**src/pkg/rac_pkg.sv**
```systemverilog
// register map, field layout, reset values and decode helpers for the
// radio gain-control / synthesizer-calibration register bank.
// assumes a 32-bit apb host addressing word-aligned registers.
package rac_pkg;
   // register indices; byte address is four times the index
   localparam logic [15:0] RAC_IDX_GAIN_CFG0 = 16'hDF19;
   localparam logic [15:0] RAC_IDX_RX_BIAS = 16'hDF1A;
   localparam logic [15:0] RAC_IDX_TX_BIAS = 16'hDF1B;
   localparam logic [15:0] RAC_IDX_SYNTH_CAL3 = 16'hDF1C;
   localparam int RAC_ADDR_W = 18;

   // reset values
   localparam logic [7:0] RAC_RST_GAIN_CFG0 = 8'h91;
   localparam logic [7:0] RAC_RST_RX_BIAS = 8'h56;
   localparam logic [7:0] RAC_RST_TX_BIAS = 8'h10;
   localparam logic [7:0] RAC_RST_SYNTH_CAL3 = 8'hA9;

   // gain_control_config_0 fields (lsb positions, all two bits wide)
   localparam int RAC_HYST_LSB = 6;
   localparam int RAC_WAIT_LSB = 4;
   localparam int RAC_HOLD_LSB = 2;
   localparam int RAC_AVG_LSB = 0;
   // transmit_front_end_bias writable bits
   localparam logic [7:0] RAC_TX_BIAS_MASK = 8'h37;
   localparam int RAC_TX_LO_LSB = 4;
   // synth_calibration_3 fields
   localparam int RAC_SYN_CFG_LSB = 6;
   localparam int RAC_PUMP_EN_LSB = 4;
   localparam int RAC_PUMP_CUR_LSB = 0;

   // settling wait is (code+1)*step samples, averaging is base<<code
   localparam int RAC_SKIP_STEP = 8;
   localparam int RAC_AVG_BASE = 8;

   typedef enum logic [1:0] {
      RAC_HYST_NONE, RAC_HYST_LOW, RAC_HYST_MED, RAC_HYST_LARGE
   } rac_hyst_t;

   typedef enum logic [1:0] {
      RAC_HOLD_NORMAL, RAC_HOLD_ON_SYNC, RAC_HOLD_ANALOG, RAC_HOLD_ALL
   } rac_hold_t;

   // byte address of a register index
   function automatic logic [RAC_ADDR_W-1:0] rac_addr(input logic [15:0] idx);
      rac_addr = {idx, 2'b00};
   endfunction : rac_addr
endpackage : rac_pkg

```
**src/pkg/rac_cfg_if.sv**
```systemverilog
// carries raw configuration codes out of the register bank and the
// decoded lengths and hold flags back into it.
// assumes one producer (bank) and one decoder on the same clock.
`timescale 1ns/1ps
`default_nettype none
interface rac_cfg_if;
   import rac_pkg::*;
   rac_hyst_t hyst_code;
   logic [1:0] wait_code;
   rac_hold_t hold_code;
   logic [1:0] avg_code;
   logic [5:0] skip_len;
   logic [6:0] avg_len;
   logic hyst_symmetric;
   logic hold_analog_manual;
   logic hold_digital_manual;
   logic hold_sync_armed;

   modport bank (output hyst_code, wait_code, hold_code, avg_code,
      input skip_len, avg_len, hyst_symmetric, hold_analog_manual,
      hold_digital_manual, hold_sync_armed);
   modport dec (input hyst_code, wait_code, hold_code, avg_code,
      output skip_len, avg_len, hyst_symmetric, hold_analog_manual,
      hold_digital_manual, hold_sync_armed);
endinterface : rac_cfg_if
`default_nettype wire

```
**src/rtl/rac_decode.sv**
```systemverilog
// combinational decode of the gain-control codes into sample counts and
// hold flags. assumes codes come straight from registers.
`timescale 1ns/1ps
`default_nettype none
module rac_decode
   import rac_pkg::*;
(
   rac_cfg_if.dec cfg
);
   // settling wait: 8, 16, 24, 32 samples
   // wait code decode
   always_comb begin
      cfg.skip_len = 6'((32'(cfg.wait_code) + 1) * RAC_SKIP_STEP);
   end

   // averaging: 8, 16, 32, 64 samples
   // averaging length decode
   always_comb begin
      cfg.avg_len = 7'(RAC_AVG_BASE << cfg.avg_code);
   end

   // only code 00 has the symmetric dead zone; 01, 10 and 11 are asymmetric
   // hysteresis dead zone
   always_comb begin
      cfg.hyst_symmetric = (cfg.hyst_code == RAC_HYST_NONE);
   end

   // freeze policy decode
   always_comb begin
      cfg.hold_analog_manual = 1'b0;
      cfg.hold_digital_manual = 1'b0;
      cfg.hold_sync_armed = 1'b0;
      unique case (cfg.hold_code)
         RAC_HOLD_NORMAL: ;
         RAC_HOLD_ON_SYNC: cfg.hold_sync_armed = 1'b1;
         RAC_HOLD_ANALOG: cfg.hold_analog_manual = 1'b1;
         RAC_HOLD_ALL: begin
            cfg.hold_analog_manual = 1'b1;
            cfg.hold_digital_manual = 1'b1;
         end
      endcase
   end
endmodule : rac_decode
`default_nettype wire

```
**src/rtl/rac_top.sv**
```systemverilog
// apb register bank for the radio gain control, front-end bias and the
// synthesizer calibration register 3, plus the small amount of
// gain-control sequencing those settings steer.
// assumes apb master on pclk; radio status inputs synchronous to pclk.
// assumes the radio samples the settings outputs on pclk as well.
// registers sit at sparse word indices; byte address is four times it.
// outputs all come straight from flops, so the radio sees no glitches.
//
// What this block does
// - the hysteresis field picks none, low, medium or large hysteresis.
// - after a gain change, 8/16/24/32 filter samples are skipped first.
// - freeze code 00 lets the gain adjust whenever needed.
// - in sync-freeze mode the gain is held once a sync word is seen.
// - analog-only freeze holds analog gain, digital keeps adjusting.
// - full freeze holds analog and digital gain for manual override.
// - averaging length is 8, 16, 32 or 64 samples by code.
// - a zero pump calibration enable skips the pump calibration stage.
// - the low nibble of calibration register 3 sets the pump current.
// - calibration register 3 resets on return from deep sleep modes.
`timescale 1ns/1ps
`default_nettype none
module rac_top
   import rac_pkg::*;
#(
   parameter int ADDR_W = RAC_ADDR_W
) (
   input wire logic pclk,
   input wire logic presetn,
   // apb slave side
   input wire logic psel,
   input wire logic penable,
   input wire logic pwrite,
   input wire logic [ADDR_W-1:0] paddr,
   input wire logic [31:0] pwdata,
   output logic [31:0] prdata,
   output logic pready,
   output logic pslverr,
   // radio status strobes, synchronous to pclk
   input wire logic sync_found,
   input wire logic rx_restart,
   input wire logic gain_adjusted,
   input wire logic filt_sample,
   input wire logic wake_deep_sleep_mode_a,
   input wire logic wake_deep_sleep_mode_b,
   // gain-control settings to the radio
   output logic [1:0] deviation_hysteresis_sel,
   output logic dead_zone_symmetric,
   output logic [5:0] settle_samples,
   output logic accumulate_en,
   output logic [6:0] avg_len,
   output logic analog_gain_hold,
   output logic digital_gain_hold,
   // front-end bias settings
   output logic [7:0] receive_front_end_bias,
   output logic [1:0] tx_lo_buf_bias,
   output logic [2:0] tx_reserved,
   // synthesizer calibration settings
   output logic [1:0] synth_cal_config,
   output logic [1:0] pump_cal_stage_enable,
   output logic pump_cal_skip,
   output logic [3:0] pump_current_code
);
   // register storage
   logic [7:0] gain_control_config_0_r;
   logic [7:0] receive_front_end_bias_r;
   logic [7:0] transmit_front_end_bias_r;
   logic [7:0] synth_calibration_3_r;

   // bus pipeline
   logic pready_r;
   logic pslverr_r;
   logic [31:0] prdata_r;
   logic [31:0] rdata_nxt;
   logic hit_nxt;
   logic setup;
   logic wr_en;

   // register select and per-register write strobes
   logic [3:0] reg_sel;
   logic wr_gain_cfg0;
   logic wr_rx_bias;
   logic wr_tx_bias;
   logic wr_cal3;

   // settling skip after a gain change
   logic [5:0] skip_cnt_r;
   logic accumulate_en_r;

   // gain hold flags
   logic sync_hold_r;
   logic analog_hold_r;
   logic digital_hold_r;

   // decoded settings, registered
   logic dead_zone_sym_r;
   logic [5:0] settle_r;
   logic [6:0] avg_len_r;

   // calibration bypass and deep-sleep wake
   logic pump_skip_r;
   logic wake_deep;

   // codes out to the decoder, lengths and flags back
   rac_cfg_if cfg ();

   // codes handed to the decoder
   // the enum casts keep the decoder's case items typed
   always_comb begin
      cfg.hyst_code = rac_hyst_t'(gain_control_config_0_r[RAC_HYST_LSB +: 2]);
      cfg.wait_code = gain_control_config_0_r[RAC_WAIT_LSB +: 2];
      cfg.hold_code = rac_hold_t'(gain_control_config_0_r[RAC_HOLD_LSB +: 2]);
      cfg.avg_code = gain_control_config_0_r[RAC_AVG_LSB +: 2];
   end

   // purely combinational, so the decoded values follow the register;
   // its outputs are registered below before they leave the block
   rac_decode u_decode (
      .cfg(cfg)
   );

   // setup phase of an apb transfer
   // pready and pslverr are prepared here and stand one cycle
   assign setup = psel & ~penable;

   // the access edge: pready was raised by this block one cycle earlier;
   // a write to an unmapped word is refused along with its pslverr
   assign wr_en = psel & penable & pwrite & pready_r & ~pslverr_r;

   // one-hot register select for a bus address; all zero when unmapped
   // the map is sparse, so whole byte addresses are compared
   function automatic logic [3:0] reg_select(input logic [ADDR_W-1:0] addr);
      reg_select = 4'h0;
      if (addr == rac_addr(RAC_IDX_GAIN_CFG0)) begin
         reg_select[0] = 1'b1;
      end
      if (addr == rac_addr(RAC_IDX_RX_BIAS)) begin
         reg_select[1] = 1'b1;
      end
      if (addr == rac_addr(RAC_IDX_TX_BIAS)) begin
         reg_select[2] = 1'b1;
      end
      if (addr == rac_addr(RAC_IDX_SYNTH_CAL3)) begin
         reg_select[3] = 1'b1;
      end
   endfunction : reg_select

   // decoded once, so the read mux and the write strobes agree on the map
   assign reg_sel = reg_select(paddr);
   assign wr_gain_cfg0 = wr_en & reg_sel[0];
   assign wr_rx_bias = wr_en & reg_sel[1];
   assign wr_tx_bias = wr_en & reg_sel[2];
   assign wr_cal3 = wr_en & reg_sel[3];

   // address decode and read mux; unmapped addresses read zero
   always_comb begin
      rdata_nxt = 32'h0000_0000;
      hit_nxt = 1'b1;
      if (reg_sel[0]) begin
         rdata_nxt[7:0] = gain_control_config_0_r;
      end else if (reg_sel[1]) begin
         rdata_nxt[7:0] = receive_front_end_bias_r;
      end else if (reg_sel[2]) begin
         // unused bits 7:6 and 3 read as zero
         rdata_nxt[7:0] = transmit_front_end_bias_r & RAC_TX_BIAS_MASK;
      end else if (reg_sel[3]) begin
         rdata_nxt[7:0] = synth_calibration_3_r;
      end else begin
         hit_nxt = 1'b0;
      end
   end

   // no wait state: answer is prepared in setup, presented in access
   // read data is zero outside its access cycle, so no stale byte shows
   always_ff @(posedge pclk or negedge presetn) begin
      if (!presetn) begin
         pready_r <= 1'b0;
         pslverr_r <= 1'b0;
         prdata_r <= 32'h0000_0000;
      end else begin
         pready_r <= setup;
         pslverr_r <= setup & ~hit_nxt;
         prdata_r <= (setup & ~pwrite) ? rdata_nxt : 32'h0000_0000;
      end
   end

   // gain-control configuration register
   // all four fields are plain read/write; rac_decode interprets them
   always_ff @(posedge pclk or negedge presetn) begin
      if (!presetn) begin
         gain_control_config_0_r <= RAC_RST_GAIN_CFG0;
      end else if (wr_gain_cfg0) begin
         gain_control_config_0_r <= pwdata[7:0];
      end
   end

   // receive front-end bias currents, stored only
   // the analog effect of each current code belongs to the radio
   always_ff @(posedge pclk or negedge presetn) begin
      if (!presetn) begin
         receive_front_end_bias_r <= RAC_RST_RX_BIAS;
      end else if (wr_rx_bias) begin
         receive_front_end_bias_r <= pwdata[7:0];
      end
   end

   // transmit bias; the reserved low bits are stored as written since
   // software is expected to keep them at zero
   // bits 7:6 and 3 are not stored, so they always read back as zero
   // reserved bits kept as written
   always_ff @(posedge pclk or negedge presetn) begin
      if (!presetn) begin
         transmit_front_end_bias_r <= RAC_RST_TX_BIAS;
      end else if (wr_tx_bias) begin
         transmit_front_end_bias_r <= pwdata[7:0] & RAC_TX_BIAS_MASK;
      end
   end

   // leaving either deep sleep mode wipes the calibration state
   // a one-cycle pulse on either wake input is enough
   assign wake_deep = wake_deep_sleep_mode_a | wake_deep_sleep_mode_b;

   // software saves this word after a calibration and writes it back
   // before each hop instead of recalibrating
   // calibration register 3; a wake beats a same-cycle write, because
   // the register content is not retained through deep sleep
   always_ff @(posedge pclk or negedge presetn) begin
      if (!presetn) begin
         synth_calibration_3_r <= RAC_RST_SYNTH_CAL3;
      end else if (wake_deep) begin
         synth_calibration_3_r <= RAC_RST_SYNTH_CAL3;
      end else if (wr_cal3) begin
         synth_calibration_3_r <= pwdata[7:0];
      end
   end

   // sync-triggered hold: set by a sync word while armed, released by a
   // new receive start or when the policy leaves sync mode; a sync word
   // in the restart cycle wins so no detection is lost
   // limitation: a sync word seen while unarmed is not remembered
   always_ff @(posedge pclk or negedge presetn) begin
      if (!presetn) begin
         sync_hold_r <= 1'b0;
      end else if (!cfg.hold_sync_armed) begin
         sync_hold_r <= 1'b0;
      end else if (sync_found) begin
         sync_hold_r <= 1'b1;
      end else if (rx_restart) begin
         sync_hold_r <= 1'b0;
      end
   end

   // hold flags presented to the gain loop
   // one register stage, so a policy write never glitches the radio
   always_ff @(posedge pclk or negedge presetn) begin
      if (!presetn) begin
         analog_hold_r <= 1'b0;
         digital_hold_r <= 1'b0;
      end else begin
         analog_hold_r <= cfg.hold_analog_manual | sync_hold_r;
         digital_hold_r <= cfg.hold_digital_manual | sync_hold_r;
      end
   end

   // settling skip after each gain change; a change seen while still
   // skipping restarts the count, so accumulation never mixes gains
   // samples outside a settling window are ignored; the count rests at zero
   // accumulate_en rests high after reset, with no settle window open
   always_ff @(posedge pclk or negedge presetn) begin
      if (!presetn) begin
         skip_cnt_r <= 6'h00;
         accumulate_en_r <= 1'b1;
      end else if (gain_adjusted) begin
         skip_cnt_r <= cfg.skip_len;
         accumulate_en_r <= 1'b0;
      end else if (filt_sample && skip_cnt_r != 6'h00) begin
         skip_cnt_r <= skip_cnt_r - 6'h01;
         accumulate_en_r <= (skip_cnt_r == 6'h01);
      end
   end

   // decoded lengths and dead zone, registered for the radio
   // a code change reaches these outputs one edge after the write lands
   // zero in reset, then valid from the first edge after release
   always_ff @(posedge pclk or negedge presetn) begin
      if (!presetn) begin
         settle_r <= 6'h00;
         avg_len_r <= 7'h00;
         dead_zone_sym_r <= 1'b0;
      end else begin
         settle_r <= cfg.skip_len;
         avg_len_r <= cfg.avg_len;
         dead_zone_sym_r <= cfg.hyst_symmetric;
      end
   end

   // charge-pump calibration stage bypass
   // derived here so the synthesizer need not decode the two-bit field
   // zero in reset; the reset enable code does not skip the stage
   always_ff @(posedge pclk or negedge presetn) begin
      if (!presetn) begin
         pump_skip_r <= 1'b0;
      end else begin
         pump_skip_r <= (synth_calibration_3_r[RAC_PUMP_EN_LSB +: 2] == 2'h0);
      end
   end

   // bus outputs
   assign prdata = prdata_r;
   assign pready = pready_r;
   assign pslverr = pslverr_r;

   // configuration straight from the register flops
   // hysteresis select out
   assign deviation_hysteresis_sel = gain_control_config_0_r[RAC_HYST_LSB +: 2];
   // gain-control settings
   assign dead_zone_symmetric = dead_zone_sym_r;
   assign settle_samples = settle_r;
   assign accumulate_en = accumulate_en_r;
   assign avg_len = avg_len_r;
   assign analog_gain_hold = analog_hold_r;
   assign digital_gain_hold = digital_hold_r;
   // front-end bias fields
   assign receive_front_end_bias = receive_front_end_bias_r;
   assign tx_lo_buf_bias = transmit_front_end_bias_r[RAC_TX_LO_LSB +: 2];
   assign tx_reserved = transmit_front_end_bias_r[2:0];
   // calibration register fields
   assign synth_cal_config = synth_calibration_3_r[RAC_SYN_CFG_LSB +: 2];
   assign pump_cal_stage_enable = synth_calibration_3_r[RAC_PUMP_EN_LSB +: 2];
   assign pump_cal_skip = pump_skip_r;
   assign pump_current_code = synth_calibration_3_r[RAC_PUMP_CUR_LSB +: 4];
endmodule : rac_top
`default_nettype wire
```
**config.mk**
```make
export PLATFORM = sky130hd
export DESIGN_NAME = rac_top
export DESIGN_NICKNAME = d
export VERILOG_FILES = /design/src/pkg/rac_pkg.sv /design/src/pkg/rac_cfg_if.sv /design/src/rtl/rac_decode.sv /design/src/rtl/rac_top.sv
export SDC_FILE = /design/constraint.sdc
export NUM_CORES = 1
export LEC_CHECK = 0
export ABC_AREA = 1
export CAP_MARGIN = 30
export CORE_MARGIN = 4
export CORE_UTILIZATION = 60
export DETAILED_ROUTE_END_ITERATION = 7
export DONT_BUFFER_PORTS = 1
export HOLD_SLACK_MARGIN = 0.03
export PLACE_DENSITY_LB_ADDON = 0.3
export SLEW_MARGIN = 20
export SYNTH_ARGS = -nofsm -noshare
export SYNTH_HDL_FRONTEND = slang
export SYNTH_SLANG_ARGS = --single-unit
export TNS_END_PERCENT = 10
```
**constraint.sdc**
```tcl
create_clock -name pclk -period 1.7 [get_ports pclk]
set_input_delay 0.085 -clock pclk [delete_from_list [all_inputs] [get_ports pclk]]
set_output_delay 0.085 -clock pclk [all_outputs]
set_load 0.005 [all_outputs]
```
==> results.yml, run 1 <==
route:
  first_pass_iters: 5
  drc: 0
  vias: 2298
  wl_per_cell_um: 14.4
  ant_nets: 0
  drt-vias-per-instance: 5.13
  first_iter_violations: 138
  drt_wl_total_um: 6450
cells_and_area:
  diodes: 0
  nets: 441
  fin_area_um2: 3350
  drive_above_1_share_pct: 16.8
  syn2layout_area_growth_pct: 10.9
  final_common_cell: "nand2_1"
  layout.cells.non_filler: 448
  layout_common_cells: "nand2_1 (89), dfrtp_1 (45), inv_1 (42), conb_1 (30), o21ai_0 (22)"
  fillCellCount: 398
critical_path:
  path_cells: "inv_1, nand2_1, nor3_2, nand2_1, nand2_1, nand2_1, inv_1, nor2_1, o21ai_0, nand2_1"
  worst_ep_required_time_ns: 1.92
  worstReg2RegStart: "skip_cnt_r[2]"
  worstPathMaxFanout: 6
  worst-path-stages: 10
  startpoint: "skip_cnt_r[2]"
  cp-end-kind: "flop"
  path_class: "reg2reg"
  critical_path_buf_inv_count: 2
  reg2reg_slack_ns: 0.13
  cp_common_cell: "nand2_1"
  timing.critical_path.slowest_cell_delay_ns: 0.35
  crit_arrival_ns: 1.79
  critPathTopFamily: "simple AND/OR/NAND/NOR gates"
  cpMaxStageDelayCell: "dfrtp_1"
  start_kind: "flop"
  reg2reg_to: "skip_cnt_r[5]"
  ff2ff_path_depth: 10
  cp-endpoint: "skip_cnt_r[5]"
global_routing:
  grt_max_degree: 59
  grt_overflow: 0
  grt_pass1_wl_um: 10500
  antenna_found_initial: 0
  grtUsageTotal_pct: 22.1
  grt_pass1_vias: 2244
floorplan:
  die_height_um: 79.0
  core_um2: 4790
  rows: 25
  initial_core_util_pct: 63.1
  dieArea_um2: 6230
  ios: 136
  chipWidth_um: 79.0
place:
  gp_congestion: 0.838
  place_hpwl_um: 4640
  place_area_um2: 2970
  port_buffers: 0
  dp.cells: 416
  place_ws_ns: 0.149
clocking:
  cts_tree: "built"
  clock_latency_ns: 0.33
  post_cts_buffers: 0
  numCtsBuffers: 9
  clock-sinks: 58
  ctsLongestPathBuffers: 2
  clock-root-buffer: "clkbuf_8"
  htree_levels: 3
  clk_pin_slew_ns: 0.07
logic_synthesis:
  ys_warn_count: 0
  yosysSeqAreaShare_pct: 48.6
  yosysTopAreaCell: "dfrtp_1"
  synthTopCellsByArea: "dfrtp_1 (37%), dfstp_2 (11%), nand2_1 (11%), buf_4 (8.2%), inv_1 (5.2%)"
  syn_area_um2: 3020
  ys_seq_elements: 58
  postSynthCellCount: 351
  yosysTopAreaCellShare_pct: 37.3
  avgSynthCellArea_um2: 8.61
  ys_types: 33
pwr:
  p_leak_uw: 0.00171
  p_per_area_nw_per_um2: 892
  finalPower_uw: 2990
  vdd_drop_max_mv: 0.682
sta:
  fin_crit_sh_pct: 92.2
  fin_crit_ns: 1.57
  setup_viol: 0
  holdWs_ns: 0.0735
  drv_slew: 0
  max_freq_mhz: 638
  timing.final.ws_setup_ns: 0.132
  finClkSkew_ns: 0.00765
  hold_viol: 0
run_status:
  status: "finished clean"
hold_path:
  worstHoldPathType: "in2reg"
run:
  max_cap_viol_count: 0
kinds of logic after synthesis:
logic type                 Yosys count  share of synthesized area (%)
and+or+nand+nor                    155                           24.4
buffers and inverters               82                           15.0
DFF                                 58                           48.6
AOI/OAI and AO/OA                   50                           9.90
adders and majority gates            4                           1.66
xor gates and xnor gates             1                          0.290
other                                1                          0.124
routing by layer:
metal	GRT usage [%]	vias to the layer above	part of all wire, %
met5	0	-	0
met4	6.87	0	1.3
met3	8.50	7	8.3
met2	38.7	86	52
met1	24.8	1102	39
li1	-	1103	-
how the worst min path moves through the flow:
| stage | startpoint | to | slack (ns) | cells past startpoint |
|---|---|---|---|---|
| 4_1_cts | wake_deep_sleep_mode_a | synth_calibration_3_r[0] | 0.06 | 4 |
| 5_1_grt | wake_deep_sleep_mode_a | synth_calibration_3_r[0] | 0.08 | 4 |
| 2_1_floorplan | presetn | analog_gain_hold | -0.21 | 0 |
| 3_3_place_gp | presetn | pump_cal_skip | -0.21 | 0 |
| 6_report | wake_deep_sleep_mode_a | synth_calibration_3_r[0] | 0.07 | 4 |
| 3_5_place_dp | presetn | pump_cal_skip | -0.21 | 0 |
power breakdown:
part | total [µW] | switching, µW | leakage, µW | internal [µW]
sequential | 1460 | 31.8 | 0.000737 | 1430
clock | 1260 | 509 | 0.000103 | 753
combinational | 269 | 177 | 0.000872 | 92.4
worst reg2reg max path, delay by kind of cell, from the launching register on:
family	cells	cell delay [ns]
flops	1	0.35
compound gates	1	0.07
buf+inv	2	0.25
simple gates	7	0.78
flip-flops by register name (all words and copies together) (netlist names):
register and cells:
pready 1, accumulate_en 1, analog_gain_hold 1, synth_calibration_3_r 8, skip_cnt_r 6, dead_zone_symmetric 1
gain_control_config_0_r 8, avg_len 4, pump_cal_skip 1, transmit_front_end_bias_r 5, settle_samples 3, digital_gain_hold 1
pslverr 1, sync_hold_r 1, prdata 8, receive_front_end_bias 8
cell usage after synthesis:
| library cell | number |
|---|---|
| nand2_1 | 89 |
| dfrtp_1 | 45 |
| inv_1 | 42 |
| buf_4 | 33 |
| o21ai_0 | 22 |
| nor2_1 | 17 |
| nand3_1 | 16 |
| dfstp_2 | 13 |
| o21ai_2 | 10 |
| o21ai_1 | 9 |
| nand4_1 | 6 |
| a21oi_1 | 5 |
| nand3b_1 | 5 |
| nor2_2 | 5 |
| ha_1 | 4 |
| nor3_1 | 4 |
| buf_6 | 3 |
| inv_2 | 3 |
| nand2_2 | 3 |
| nand2_4 | 2 |
| nand3_2 | 2 |
| nor2_4 | 2 |
| a211oi_1 | 1 |
| and2_2 | 1 |
| clkinv_1 | 1 |
| conb_1 | 1 |
| nand3_4 | 1 |
| nor3_4 | 1 |
| nor3b_1 | 1 |
| o211ai_1 | 1 |
| o221ai_1 | 1 |
| o31ai_1 | 1 |
| xnor2_1 | 1 |
metrics by stage:
| step | util [%] | TNS [ns] |
|---|---|---|
| after detailed placement | 62.0 | 0 |
| after global routing | 70.0 | -0.0694 |
| after floorplan | - | 0 |
| after CTS | 69.9 | 0 |
| after global placement | 62.0 | 0 |
| final | 70.0 | 0 |
cell type report:
type / count / area [µm²] / area share [%]
repair buffers: 21 / 215 / 6.42
multi-input cells: 240 / 1210 / 36.2
flip-flops and latches: 58 / 1470 / 43.8
clock buffers: 13 / 159 / 4.74
inverters: 46 / 173 / 5.15
well taps: 67 / 83.8 / 2.50
clock inverters: 3 / 40.0 / 1.19
timing repair:
action | in CTS | in global routing
gates resized for setup | 0 | 1
hold buffers | 16 | 0
setup endpoints to repair | 0 | 3
hold endpoints to repair | 93 | 0
No activity file was read; power rests on OpenSTA's default activity.
==> run 2, diff against run 1 <==
- CELL_PAD_IN_SITES_DETAIL_PLACEMENT: unset -> 2
- CELL_PAD_IN_SITES_GLOBAL_PLACEMENT: unset -> 2
- CORE_UTILIZATION: 60 -> 35
==> run 2 against run 1 <==
Effect of this change: worst hold slack worse by 0.018 ns; sequential share of layout area decreased by 1.1 points; clock skew up 0.0051 ns; register-to-register slack got worse by 0.03 ns; critical path type unchanged; critical endpoint unchanged.
==> results.yml, run 2 (synthesis results as in run 1) <==
run_status:
  status: "finished clean"
route:
  first_iter_violations: 63
  first_pass_iters: 4
  wl_per_cell_um: 17.7
  drc: 0
  drt_wl_total_um: 8670
  ant_nets: 0
  drt-vias-per-instance: 4.85
  vias: 2371
cells_and_area:
  fillCellCount: 954
  drive_above_1_share_pct: 18.8
  seq_area_um2: 1470
  final_common_cell: "nand2_1"
  layout_common_cells: "nand2_1 (87), dfrtp_1 (45), inv_1 (41), conb_1 (30), o21ai_0 (22)"
  syn2layout_area_growth_pct: 13.8
  multiInputGateArea_um2: 1220
  utilization_pct: 41.4
  diodes: 0
  fin_area_um2: 3440
  nets: 444
sta:
  fin_crit_sh_pct: 94.1
  drv_slew: 0
  setup_viol: 0
  fin_crit_ns: 1.60
  rsz0062_at_grt: "no"
  setup_tns_ns: 0
  finClkSkew_ns: 0.0127
  hold_viol: 0
  max_freq_mhz: 625
critical_path:
  cp-end-kind: "flop"
  timing.critical_path.slowest_cell_delay_ns: 0.41
  cpMaxStageDelayCell: "dfrtp_1"
  cp_common_cell: "nand2_1"
  path_cells: "inv_1, nand2_2, nor3_4, nand2_1, nand2_1, nand2_2, inv_4, nor2_1, o21ai_0, nand2_1"
  critical_path_buf_inv_count: 2
  start_kind: "flop"
  critPathTopFamily: "simple AND/OR/NAND/NOR gates"
  worst_ep_required_time_ns: 1.94
  path_class: "reg2reg"
  crit_arrival_ns: 1.84
  worstPathMaxFanout: 6
global_routing:
  grt_pass1_vias: 2611
  grt_pass1_wl_um: 13700
  grt_overflow: 0
  grtUsageTotal_pct: 18.0
  antenna_found_initial: 0
  grt_max_degree: 59
floorplan:
  rows: 33
  initial_core_util_pct: 36.4
  die_height_um: 101
  dieArea_um2: 10200
  ios: 136
  chipWidth_um: 101
  core_um2: 8300
clocking:
  numCtsBuffers: 9
  htree_levels: 3
  clk_pin_slew_ns: 0.08
  clock-root-buffer: "clkbuf_8"
  clock-sinks: 58
  ctsLongestPathBuffers: 2
  cts_tree: "built"
  clock_latency_ns: 0.35
hold_path:
  worstHoldPathType: "in2reg"
pwr:
  comb_power_share_pct: 9.9
  power_frac_seq_pct: 46.9
  p_sw_uw: 861
  vdd_drop_max_mv: 0.337
  swShare_pct: 27.7
  finalPower_uw: 3110
  p_int_uw: 2250
  p_per_area_nw_per_um2: 905
  p_leak_uw: 0.00172
  pwr-share-clk_pct: 43.1
place:
  gp_congestion: 0.785
  port_buffers: 0
  place_area_um2: 3030
  place_hpwl_um: 6110
run:
  max_cap_viol_count: 0
run 2: final cells by class:
type | count | area share [%]
clock buffers | 10 | 4.00
clock inverters | 6 | 1.89
inverters | 46 | 5.09
multi-input cells | 240 | 35.6
flip-flops and latches | 58 | 42.7
well taps | 105 | 3.82
repair buffers | 24 | 6.91
run 2: per-layer routing:
layer	wire length (µm)	vias up	GRT usage, %
met2	4550	79	30.9
met4	166	0	7.26
li1	-	1113	-
met5	0	-	0
met1	3320	1167	20.6
met3	630	12	5.74
run 2: through the flow:
stage                     hold WS (ns)  worst slack, ns  instances
final                           0.0559            0.101        489
after global routing             0.107          0.00207        489
after CTS                       0.0428           0.0407        488
after detailed placement        -0.209            0.117        456
after global placement          -0.209            0.234        456
after floorplan                 -0.211            0.341        380
run 2: timing repair:
action	in CTS	in global routing
hold endpoints to repair	93	0
endpoints found under the setup margin	0	7
buffers inserted	0	1
hold buffers	16	0
gates resized for setup	0	6
run 2: final timing paths:
kind	from	end	slack (ns)	depth (start not counted)
setup / recovery	skip_cnt_r[3]	skip_cnt_r[5]	0.10	10
hold / removal	wake_deep_sleep_mode_a	synth_calibration_3_r[3]	0.06	4
setup reg to reg	skip_cnt_r[3]	skip_cnt_r[5]	0.10	10
hold reg to reg	gain_control_config_0_r[4]	settle_samples[3]	0.46	1
max in group asynchronous	presetn	gain_control_config_0_r[0]	1.13	2
min in group asynchronous	presetn	skip_cnt_r[0]	0.27	2
run 2: worst min-delay path, cell delays in order:
cell,delay [ns]
nor2_1,0.04
nand2_2,0.10
o21ai_0,0.09
nand2_1,0.07
run 2: power by group through the flow:
stage	clock network [µW]	logic, µW	registers, µW
after global routing	1450	353	1470
final	1340	310	1460
after CTS	1380	287	1460
after detailed placement	0	213	1480
after floorplan	0	213	1470
after global placement	0	201	1480
